<file path="src/inc/dvs_regs.svh">
// register numbers, reset values and timing figures of the display value selector
// assumes a 40 MHz system clock; register numbers are the serial register indices
`ifndef DVS_REGS_SVH
`define DVS_REGS_SVH

`define DVS_ADDR_W 16
`define DVS_DATA_W 16
`define DVS_REG_SAVE_CMD 16'h0fee
`define DVS_REG_MAIN_SEL 16'h1130
`define DVS_REG_MAIN_UNIT 16'h1131
`define DVS_REG_MAIN_GAIN 16'h1dc8
`define DVS_REG_MAIN_OFFS 16'h1dc9

`define DVS_SAVE_GO 16'h0001
`define DVS_MAIN_SEL_RST 16'h0000
`define DVS_MAIN_UNIT_RST 16'h0000
`define DVS_MAIN_GAIN_RST 16'h0001
`define DVS_MAIN_OFFS_RST 16'h0000

// list layout: index of the last entry, of temperature and of the last main choice
`define DVS_QTY_LAST 5'h15
`define DVS_QTY_TEMP 5'h0e
`define DVS_MAIN_SEL_MAX 16'h000f

`define DVS_CLK_HZ 40000000
`define DVS_IDLE_S 30
`define DVS_MSG_PERIOD_S 20
`define DVS_MSG_SHOW_S 2
`define DVS_IDLE_CYC (`DVS_IDLE_S * `DVS_CLK_HZ)
`define DVS_MSG_PERIOD_CYC (`DVS_MSG_PERIOD_S * `DVS_CLK_HZ)
`define DVS_MSG_SHOW_CYC (`DVS_MSG_SHOW_S * `DVS_CLK_HZ)

`endif

</file>
<file path="src/inc/dvs_pkg.sv">
// types shared by the display value selector files
// assumes dvs_regs.svh is compiled alongside
package dvs_pkg;
  typedef logic [4:0] dvs_qty_t;
  typedef logic [15:0] dvs_word_t;
  typedef enum logic [1:0] {DVS_VIEW_LIVE, DVS_VIEW_MIN, DVS_VIEW_MAX} dvs_view_e;
  typedef enum logic [2:0] {DVS_MSG_NONE, DVS_MSG_RESTORE_REQ, DVS_MSG_DEFAULTS_DONE,
                            DVS_MSG_LOAD_OK, DVS_MSG_LOAD_FAIL} dvs_msg_e;
  typedef enum logic [1:0] {DVS_PH_BOOT, DVS_PH_LOAD, DVS_PH_RUN} dvs_phase_e;
endpackage

</file>
<file path="src/dvs_selector.sv">
// display value selector: chooses the quantity shown on the two-line display,
// returns to a scaled main value after inactivity, cycles service messages and
// issues configuration file save and load requests
// assumes step and view buttons are one-cycle presses and the load button is held through boot, synchronous to clk_sys, a serial register
// front end that has already decoded register numbers, and a file store that answers
// each request with a done pulse
`timescale 1ns/10ps
`default_nettype none
`include "dvs_regs.svh"
module dvs_selector #(
  parameter int unsigned IDLE_CYC = `DVS_IDLE_CYC,
  parameter int unsigned MSG_PERIOD_CYC = `DVS_MSG_PERIOD_CYC,
  parameter int unsigned MSG_SHOW_CYC = `DVS_MSG_SHOW_CYC,
  parameter int XW = 32
) (
  // clock and reset
  input wire logic clk_sys,
  input wire logic rst,
  // front-panel buttons
  input wire logic key_next,
  input wire logic key_prev,
  input wire logic key_min,
  input wire logic key_max,
  input wire logic key_load_hold,
  // serial register access
  input wire logic reg_wr,
  input wire logic [`DVS_ADDR_W-1:0] reg_addr,
  input wire dvs_pkg::dvs_word_t reg_wdata,
  output dvs_pkg::dvs_word_t reg_rdata,
  // remembered selection and fitted options
  input wire dvs_pkg::dvs_qty_t saved_qty,
  input wire logic temp_fitted,
  output dvs_pkg::dvs_qty_t remember_qty,
  // measurement
  output dvs_pkg::dvs_qty_t meas_qty,
  input wire logic signed [XW-1:0] meas_value,
  // display
  output dvs_pkg::dvs_qty_t disp_qty,
  output dvs_pkg::dvs_view_e disp_view,
  output logic icon_min,
  output logic icon_max,
  output logic show_main,
  output dvs_pkg::dvs_word_t main_unit,
  output logic signed [XW+16:0] main_value,
  output dvs_pkg::dvs_msg_e disp_msg,
  // service status
  input wire logic restore_needed,
  input wire logic defaults_done,
  // configuration file store
  output logic save_req,
  output logic save_replace,
  input wire logic save_done,
  output logic load_req,
  input wire logic load_done,
  input wire logic load_ok,
  input wire dvs_pkg::dvs_word_t file_main_sel,
  input wire dvs_pkg::dvs_word_t file_main_unit,
  input wire dvs_pkg::dvs_word_t file_main_gain,
  input wire dvs_pkg::dvs_word_t file_main_offs
);
  import dvs_pkg::*;

  typedef struct packed {
    dvs_phase_e phase;
    dvs_qty_t qty;
    dvs_view_e view;
    logic main_on;
    logic [30:0] idle_cnt;
    logic [30:0] msg_cnt;
    logic done_seen;
    dvs_msg_e load_msg;
    logic [30:0] load_msg_cnt;
    dvs_word_t main_sel;
    dvs_word_t main_unit;
    dvs_word_t main_gain;
    dvs_word_t main_offs;
    logic save_req;
    logic save_busy;
    logic load_req;
    dvs_word_t rdata;
  } dvs_sel_s;

  dvs_sel_s st_reg;
  dvs_sel_s st_next;
  logic key_any;
  logic main_cfg;
  dvs_qty_t main_qty;

  // list step that skips temperature on units without the sensor
  function automatic dvs_qty_t step_qty(input dvs_qty_t q, input logic fwd, input logic temp);
    dvs_qty_t r;
    if (fwd) begin
      r = (q == `DVS_QTY_LAST) ? 5'h00 : 5'(q + 5'h01);
    end else begin
      r = (q == 5'h00) ? `DVS_QTY_LAST : 5'(q - 5'h01);
    end
    if (!temp && r == `DVS_QTY_TEMP) begin
      r = fwd ? 5'(r + 5'h01) : 5'(r - 5'h01);
    end
    return r;
  endfunction

  assign key_any = key_next | key_prev | key_min | key_max;
  assign main_cfg = (st_reg.main_sel != 16'h0000) && (st_reg.main_sel <= `DVS_MAIN_SEL_MAX);
  assign main_qty = 5'(st_reg.main_sel - 16'h0001);

  always_comb begin
    st_next = st_reg;
    st_next.save_req = 1'b0;
    st_next.load_req = 1'b0;
    unique case (st_reg.phase)
      DVS_PH_BOOT: begin
        // the remembered selection is caught after reset release, never under reset
        st_next.qty = (saved_qty > `DVS_QTY_LAST ||
                       (!temp_fitted && saved_qty == `DVS_QTY_TEMP)) ? 5'h00 : saved_qty;
        st_next.main_on = main_cfg;
        if (key_load_hold) begin
          st_next.phase = DVS_PH_LOAD;
          st_next.load_req = 1'b1;
        end else begin
          st_next.phase = DVS_PH_RUN;
        end
      end
      DVS_PH_LOAD: begin
        if (load_done) begin
          st_next.phase = DVS_PH_RUN;
          st_next.load_msg_cnt = 31'h0;
          if (load_ok) begin
            st_next.main_sel = file_main_sel;
            st_next.main_unit = file_main_unit;
            st_next.main_gain = file_main_gain;
            st_next.main_offs = file_main_offs;
            st_next.main_on = (file_main_sel != 16'h0000) && (file_main_sel <= `DVS_MAIN_SEL_MAX);
            st_next.load_msg = DVS_MSG_LOAD_OK;
          end else begin
            st_next.load_msg = DVS_MSG_LOAD_FAIL;
          end
        end
      end
      DVS_PH_RUN: begin
        if (st_reg.load_msg != DVS_MSG_NONE) begin
          st_next.load_msg_cnt = 31'(st_reg.load_msg_cnt + 31'h1);
          if (st_reg.load_msg_cnt == 31'(MSG_SHOW_CYC - 1)) begin
            st_next.load_msg = DVS_MSG_NONE;
          end
        end
        if (key_next || key_prev) begin
          // stepping from the main value starts from the quantity behind it
          st_next.qty = step_qty(st_reg.main_on ? main_qty : st_reg.qty, key_next,
                                 temp_fitted);
          st_next.view = DVS_VIEW_LIVE;
          st_next.main_on = 1'b0;
        end else if (key_min || key_max) begin
          if (st_reg.main_on) begin
            st_next.qty = main_qty;
          end
          st_next.view = key_max ? DVS_VIEW_MAX : DVS_VIEW_MIN;
          st_next.main_on = 1'b0;
        end
        if (key_any) begin
          st_next.idle_cnt = 31'h0;
        end else if (main_cfg && !st_reg.main_on) begin
          if (st_reg.idle_cnt == 31'(IDLE_CYC - 1)) begin
            st_next.main_on = 1'b1;
            st_next.view = DVS_VIEW_LIVE;
            st_next.idle_cnt = 31'h0;
          end else begin
            st_next.idle_cnt = 31'(st_reg.idle_cnt + 31'h1);
          end
        end
      end
      default: st_next.phase = DVS_PH_RUN;
    endcase
    // message slot counter free-runs so both service messages share one rhythm
    st_next.msg_cnt = (st_reg.msg_cnt == 31'(MSG_PERIOD_CYC - 1)) ? 31'h0 :
                      31'(st_reg.msg_cnt + 31'h1);
    if (defaults_done) begin
      st_next.done_seen = 1'b1;
    end
    if (reg_wr) begin
      unique case (reg_addr)
        `DVS_REG_MAIN_SEL: st_next.main_sel = reg_wdata;
        `DVS_REG_MAIN_UNIT: st_next.main_unit = reg_wdata;
        `DVS_REG_MAIN_GAIN: st_next.main_gain = reg_wdata;
        `DVS_REG_MAIN_OFFS: st_next.main_offs = reg_wdata;
        `DVS_REG_SAVE_CMD: begin
          // a save asked for while one runs is dropped; the pending file is the same
          if (reg_wdata == `DVS_SAVE_GO && !st_reg.save_busy) begin
            st_next.save_req = 1'b1;
            st_next.save_busy = 1'b1;
          end
        end
        default: ;
      endcase
    end
    // judged on the next selection so a write of zero drops the main value at once
    if (st_next.main_sel == 16'h0000 || st_next.main_sel > `DVS_MAIN_SEL_MAX) begin
      st_next.main_on = 1'b0;
    end
    // a new save command outranks a stray done in the same cycle
    if (save_done && !st_reg.save_req && !st_next.save_req) begin
      st_next.save_busy = 1'b0;
    end
    unique case (reg_addr)
      `DVS_REG_MAIN_SEL: st_next.rdata = st_reg.main_sel;
      `DVS_REG_MAIN_UNIT: st_next.rdata = st_reg.main_unit;
      `DVS_REG_MAIN_GAIN: st_next.rdata = st_reg.main_gain;
      `DVS_REG_MAIN_OFFS: st_next.rdata = st_reg.main_offs;
      `DVS_REG_SAVE_CMD: st_next.rdata = {15'h0000, st_reg.save_busy};
      default: st_next.rdata = 16'h0000;
    endcase
  end

  always_ff @(posedge clk_sys) begin
    if (rst) begin
      st_reg <= '{phase: DVS_PH_BOOT, view: DVS_VIEW_LIVE, load_msg: DVS_MSG_NONE,
                  main_sel: `DVS_MAIN_SEL_RST, main_unit: `DVS_MAIN_UNIT_RST,
                  main_gain: `DVS_MAIN_GAIN_RST, main_offs: `DVS_MAIN_OFFS_RST,
                  default: '0};
    end else begin
      st_reg <= st_next;
    end
  end

  dvs_scaler #(.XW(XW)) u_scaler (
    .clk_sys(clk_sys),
    .rst(rst),
    .x(meas_value),
    .gain(st_reg.main_gain),
    .offs(st_reg.main_offs),
    .y(main_value)
  );

  assign reg_rdata = st_reg.rdata;
  assign remember_qty = st_reg.qty;
  assign disp_qty = st_reg.main_on ? main_qty : st_reg.qty;
  assign meas_qty = disp_qty;
  assign disp_view = st_reg.view;
  assign icon_min = !st_reg.main_on && st_reg.view == DVS_VIEW_MIN;
  assign icon_max = !st_reg.main_on && st_reg.view == DVS_VIEW_MAX;
  assign show_main = st_reg.main_on;
  assign main_unit = st_reg.main_unit;
  assign save_req = st_reg.save_req;
  assign save_replace = st_reg.save_req;
  assign load_req = st_reg.load_req;
  // a load result outranks the cycled messages; they share the head of each slot
  assign disp_msg = (st_reg.load_msg != DVS_MSG_NONE) ? st_reg.load_msg :
                    (st_reg.msg_cnt >= 31'(MSG_SHOW_CYC)) ? DVS_MSG_NONE :
                    restore_needed ? DVS_MSG_RESTORE_REQ :
                    st_reg.done_seen ? DVS_MSG_DEFAULTS_DONE : DVS_MSG_NONE;
endmodule
`default_nettype wire

</file>
<file path="src/dvs_scaler.sv">
// linear scaling of the main value: y = gain * x + offset, one cycle of latency
// assumes signed two's complement operands
`timescale 1ns/10ps
`default_nettype none
module dvs_scaler #(
  parameter int XW = 32
) (
  // clock and reset
  input wire logic clk_sys,
  input wire logic rst,
  // operands
  input wire logic signed [XW-1:0] x,
  input wire logic signed [15:0] gain,
  input wire logic signed [15:0] offs,
  // result
  output logic signed [XW+16:0] y
);
  import dvs_pkg::*;
  typedef struct packed {
    logic signed [XW+16:0] y;
  } dvs_scl_s;
  dvs_scl_s st_reg;
  dvs_scl_s st_next;

  always_comb begin
    st_next.y = (XW+17)'(gain * x) + (XW+17)'(offs);
  end

  always_ff @(posedge clk_sys) begin
    if (rst) begin
      st_reg <= '0;
    end else begin
      st_reg <= st_next;
    end
  end

  assign y = st_reg.y;
endmodule
`default_nettype wire

</file>
<file path="config.mk">
export PLATFORM = sky130hd
export DESIGN_NAME = dvs_selector
export DESIGN_NICKNAME = d
export VERILOG_FILES = /design/src/inc/dvs_pkg.sv /design/src/dvs_selector.sv /design/src/dvs_scaler.sv
export VERILOG_INCLUDE_DIRS = /design/src /design/src/inc
export SDC_FILE = /design/constraint.sdc
export NUM_CORES = 2
export LEC_CHECK = 0
export BUFFER_PORTS_ARGS = -buffer_cell sky130_fd_sc_hd__buf_2
export CORE_MARGIN = 2
export CORE_UTILIZATION = 50
export DETAILED_ROUTE_END_ITERATION = 12
export PLACE_DENSITY = 0.72
export SLEW_MARGIN = 10
export SYNTH_ARGS = -nofsm -noshare
export SYNTH_HDL_FRONTEND = slang
export SYNTH_SLANG_ARGS = --single-unit
</file>
<file path="constraint.sdc">
create_clock -name clk_sys -period 8.1 [get_ports clk_sys]
set_clock_uncertainty 0.1 [all_clocks]
set_input_delay 1.215 -clock clk_sys [delete_from_list [all_inputs] [get_ports clk_sys]]
set_output_delay 1.215 -clock clk_sys [all_outputs]
set_load 0.05 [all_outputs]
</file>
==> qor.log <==
[grt] maximum number of pins on one net before global-route repair 87
[logic_synthesis] Post-Syn Area per Cell 8.804 µm²
[layout] core utilization of the finished layout 55.04%
[floorplanning] Chip Width 248.2 µm
[critical_path] Critical R2R Launch st_reg[43]
[route] post-DR vias/cell 5.581
[placed_design] instance area at placement 31410 µm²
[placed_design] count of buffers from port buffering 253
[logic_synthesis] number of nets in the synthesized netlist 4187
[grt] via count of the first global-routing pass 24990
[logic_synthesis] post-synthesis cell area 29810 µm²
[hold_path] Hold Crit Class flop to flop
[placed_design] Detail Placement HPWL 67.97 mm
[sta] Setup TNS Final 0 ns
[floorplanning] core outline area 59020 µm²
[route] number of DRC violations after detailed-routing iteration 0 1906
[critical_path] peak per-stage delay on the critical path 0.87 ns
[clocking] clock-pin slew of the registers on the worst-case setup and hold paths 0.06 ns
[layout] number of flip-flops under the largest register name 147
[logic_synthesis] distinct cell type count of the synthesized netlist 83
[grt] first-pass GRT wire length 135.9 mm
[floorplanning] Total Die Area 61590 µm²
[pwr] maximum vdd ir drop 0.1863 mV
[route] number of vias in the routed layout 24000
[floorplanning] die height 248.2 µm
[layout] Final Instance Area 32480 µm²
[critical_path] Req. time, crit path 8.51 ns
[layout] sequential cell area in the final layout 4766 µm²
[grt] Remaining Overflow, GRT 0
[sta] slew at the pin closest to its max-slew limit 1.130 ns
[logic_synthesis] most instantiated flip-flop cell in the synthesis netlist sky130_fd_sc_hd__dfxtp_1
[layout] Post-layout nets 4305
[layout] share of cells above drive strength 1 10.52%
[route] Routed WL per cell 19.97 µm
[clocking] number of cells upsized or downsized after cts 0
[route] first-pass iteration count of the detailed router 8
[placed_design] number of cells in the design after placement 4247
[floorplanning] Row Count 89
[pwr] total power density per cell area 133.5 nW/µm²
[clocking] count of clock tree sinks 238
[run] Max Cap Violations 0
[sta] unrepaired setup endpoints after global routing false
[sta] total setup violations reported at the end of the flow 0
[clocking] post-CTS setup repair buffer count 0
[route] WL final 85.86 mm
[sta] final max-slew violation count 0
[layout] Non-Filler Instances 4300
[critical_path] critical path start-end classification flop to flop
[critical_path] CP dominant cell by count sky130_fd_sc_hd__fa_1
[clocking] cell at the root of the clock tree sky130_fd_sc_hd__clkbuf_16
[placed_design] global placement routability congestion 0.9669
[critical_path] top cell family by delay on the critical path adder cells
[grt] global-route met3 utilization 5.010%
[grt] total routing usage reported by global routing 28.49%
[clocking] insertion delay to the later sink of the worst-skew pair 0.60 ns
[critical_path] critical path launch point st_reg[43]
[logic_synthesis] synthesized instance count 3386
[clocking] maximum level of the CTS H-tree 1
[route] DRC violation count after routing 0
[critical_path] crit path max fanout 15
[sta] clock period minus worst slack 7.716 ns
[critical_path] setup slack of the most critical reg-to-reg path 0.38 ns
[clocking] clock buffer count from CTS 28
[critical_path] CP Buf/Inv Count 4
[logic_synthesis] async set or reset register ratio after synthesis 0%
[sta] highest clock rate 129.6 MHz
[logic_synthesis] largest area contributor in the netlist sky130_fd_sc_hd__fa_1
[grt] met2 Use GR 47.44%
[logic_synthesis] EDFF count, synth 0
[logic_synthesis] sequential fraction of the synthesis area 15.98%
[clocking] Max Buffers Root-to-Sink 3
[critical_path] master of the slowest instance on the critical path sky130_fd_sc_hd__dfxtp_1
[sta] PnR worst setup slack 0.3842 ns
[sta] Slew HR 24.40%
[layout] Area Growth Syn to Fin 8.965%
[critical_path] crit path capture type flop
[logic_synthesis] YS warnings 0
[critical_path] Worst setup SP type flop
[layout] total of fill cells in the finished design 5390
[clocking] hold buffer count at CTS 0
[hold_path] hold wc startpoint st_reg[118]
[floorplanning] starting density of the core 50.51%
[pwr] leakage 16.07 nW
[critical_path] Cell Chain, Critical Path buf_4 -> nand2_1 -> fa_1 -> inv_1 -> fa_1 -> fa_1 -> fa_1 -> fa_1 -> inv_1 -> fa_1 -> inv_1 -> ha_1 -> nand4_1 -> nor3_1 -> nand4_1 -> a2111oi_2 -> nor4b_2 -> o31ai_4 -> a21oi_1 -> or4_1 -> nand3_1
[critical_path] data arrival at the endpoint of the critical path 8.13 ns
[sta] Hold Violations, Final 0
[clocking] clock tree from TritonCTS done
[logic_synthesis] top cells by area in the synthesized netlist sky130_fd_sc_hd__fa_1 (35%), sky130_fd_sc_hd__dfxtp_1 (16%), sky130_fd_sc_hd__inv_1 (7.2%)
[layout] area of the multi-input gates 21960 µm²
[grt] number of antenna violations at the first check in global routing 3
[outcome] run status completed
[grt] met1 Usage GRT 36.18%
[grt] global route hottest layer met2
[route] remaining number of nets flagged by the antenna check after routing 0
[logic_synthesis] share of Yosys cell area claimed by the top area cell type 35.32%
[floorplanning] num ports 254
[logic_synthesis] flip-flop and latch count after synthesis 238
[placed_design] setup slack at placement 0.1769 ns
[sta] Final period util 95.26%
## cells in the mapped netlist, types with 4 or more instances
cell type and n:
sky130_fd_sc_hd__a21o_1 21, sky130_fd_sc_hd__nor3b_1 8, sky130_fd_sc_hd__nand4_1 34, sky130_fd_sc_hd__fa_1 526, sky130_fd_sc_hd__a221o_1 4, sky130_fd_sc_hd__and3_1 31, sky130_fd_sc_hd__nand2b_1 14, sky130_fd_sc_hd__buf_1 6
sky130_fd_sc_hd__nor3_1 22, sky130_fd_sc_hd__nor4_1 20, sky130_fd_sc_hd__inv_1 568, sky130_fd_sc_hd__dfxtp_1 238, sky130_fd_sc_hd__nand2_1 395, sky130_fd_sc_hd__nor4b_1 8, sky130_fd_sc_hd__o21ai_1 39, sky130_fd_sc_hd__clkbuf_1 145
sky130_fd_sc_hd__o31ai_1 9, sky130_fd_sc_hd__xor2_1 62, sky130_fd_sc_hd__mux2i_1 66, sky130_fd_sc_hd__or3_1 24, sky130_fd_sc_hd__nor2b_1 29, sky130_fd_sc_hd__or2_1 4, sky130_fd_sc_hd__o21bai_1 6, sky130_fd_sc_hd__and2_1 217
sky130_fd_sc_hd__buf_4 45, sky130_fd_sc_hd__a211oi_1 54, sky130_fd_sc_hd__nor2_1 273, sky130_fd_sc_hd__xnor2_1 48, sky130_fd_sc_hd__o21a_1 9, sky130_fd_sc_hd__a222oi_1 16, sky130_fd_sc_hd__a21oi_1 99, sky130_fd_sc_hd__ha_1 128
sky130_fd_sc_hd__and4_1 9, sky130_fd_sc_hd__a31oi_1 22, sky130_fd_sc_hd__o21ai_0 54, sky130_fd_sc_hd__or4_1 7, sky130_fd_sc_hd__nand3_1 47, sky130_fd_sc_hd__buf_2 8
## worst paths after layout
path	to	depth (start not counted)
worst min-delay path	st_reg[118]	1
worst min register to register	st_reg[118]	1
worst max register to register	u_scaler.y[46]	21
worst max-delay path	u_scaler.y[46]	21
## kinds of logic (layout without fill, tap and decap cells)
family,count (synthesis),count (layout),share of synthesized area [%]
AO/OA/AOI/OAI,372,372,8.210
adder cells (fa/ha/maj),654,654,40.70
other,0,2,0
buffers and inverters,776,915,10.42
AND/OR/NAND/NOR,1168,1168,19.16
flip-flops,238,238,15.98
XOR/XNOR,110,110,3.232
multiplexers,68,68,2.292
## through the flow
| stage | hold slack [ns] | power, mW |
|---|---|---|
| 2_1_floorplan | 0.3300 | 2.448 |
| 3_3_place_gp | 0.3481 | 2.859 |
| 3_5_place_dp | 0.3522 | 2.877 |
| 4_1_cts | 0.3668 | 4.347 |
| 5_1_grt | 0.4091 | 4.563 |
| 6_report | 0.3696 | 4.337 |
## layout make-up
cell class | count | share of cell area (%)
multi-input cells | 2372 | 67.61
flip-flops and latches | 238 | 14.67
repair buffers | 294 | 4.853
clock buffers | 35 | 2.392
inverters | 570 | 6.587
clock inverters | 16 | 0.8975
diodes | 2 | 0.01541
well taps | 773 | 2.978
## cell usage in the layout, fill, tap and decap left out, types with 42 or more instances in the layout
cell,count
sky130_fd_sc_hd__ha_1,128
sky130_fd_sc_hd__nand2_1,395
sky130_fd_sc_hd__a211oi_1,54
sky130_fd_sc_hd__buf_4,42
sky130_fd_sc_hd__a21oi_1,99
sky130_fd_sc_hd__fa_1,526
sky130_fd_sc_hd__xor2_1,62
sky130_fd_sc_hd__inv_1,568
sky130_fd_sc_hd__nor2_1,273
sky130_fd_sc_hd__xnor2_1,48
sky130_fd_sc_hd__nand3_1,46
sky130_fd_sc_hd__mux2i_1,66
sky130_fd_sc_hd__dfxtp_1,237
sky130_fd_sc_hd__o21ai_0,54
sky130_fd_sc_hd__buf_2,252
sky130_fd_sc_hd__and2_1,217
## routing by layer
| metal | share of wire [%] | vias to the layer above |
|---|---|---|
| met5 | 0 | - |
| met4 | 5.0 | 0 |
| met3 | 8.9 | 242 |
| met2 | 47 | 1048 |
| met1 | 39 | 11890 |
| li1 | - | 10810 |
## report_power, final
part           switching [mW]  internal, mW  total, mW
Sequential             0.0566          1.24       1.30
Clock                   0.561         0.906       1.47
Combinational            1.07         0.503       1.57
Note: power is estimated with default switching activity, not from simulation.
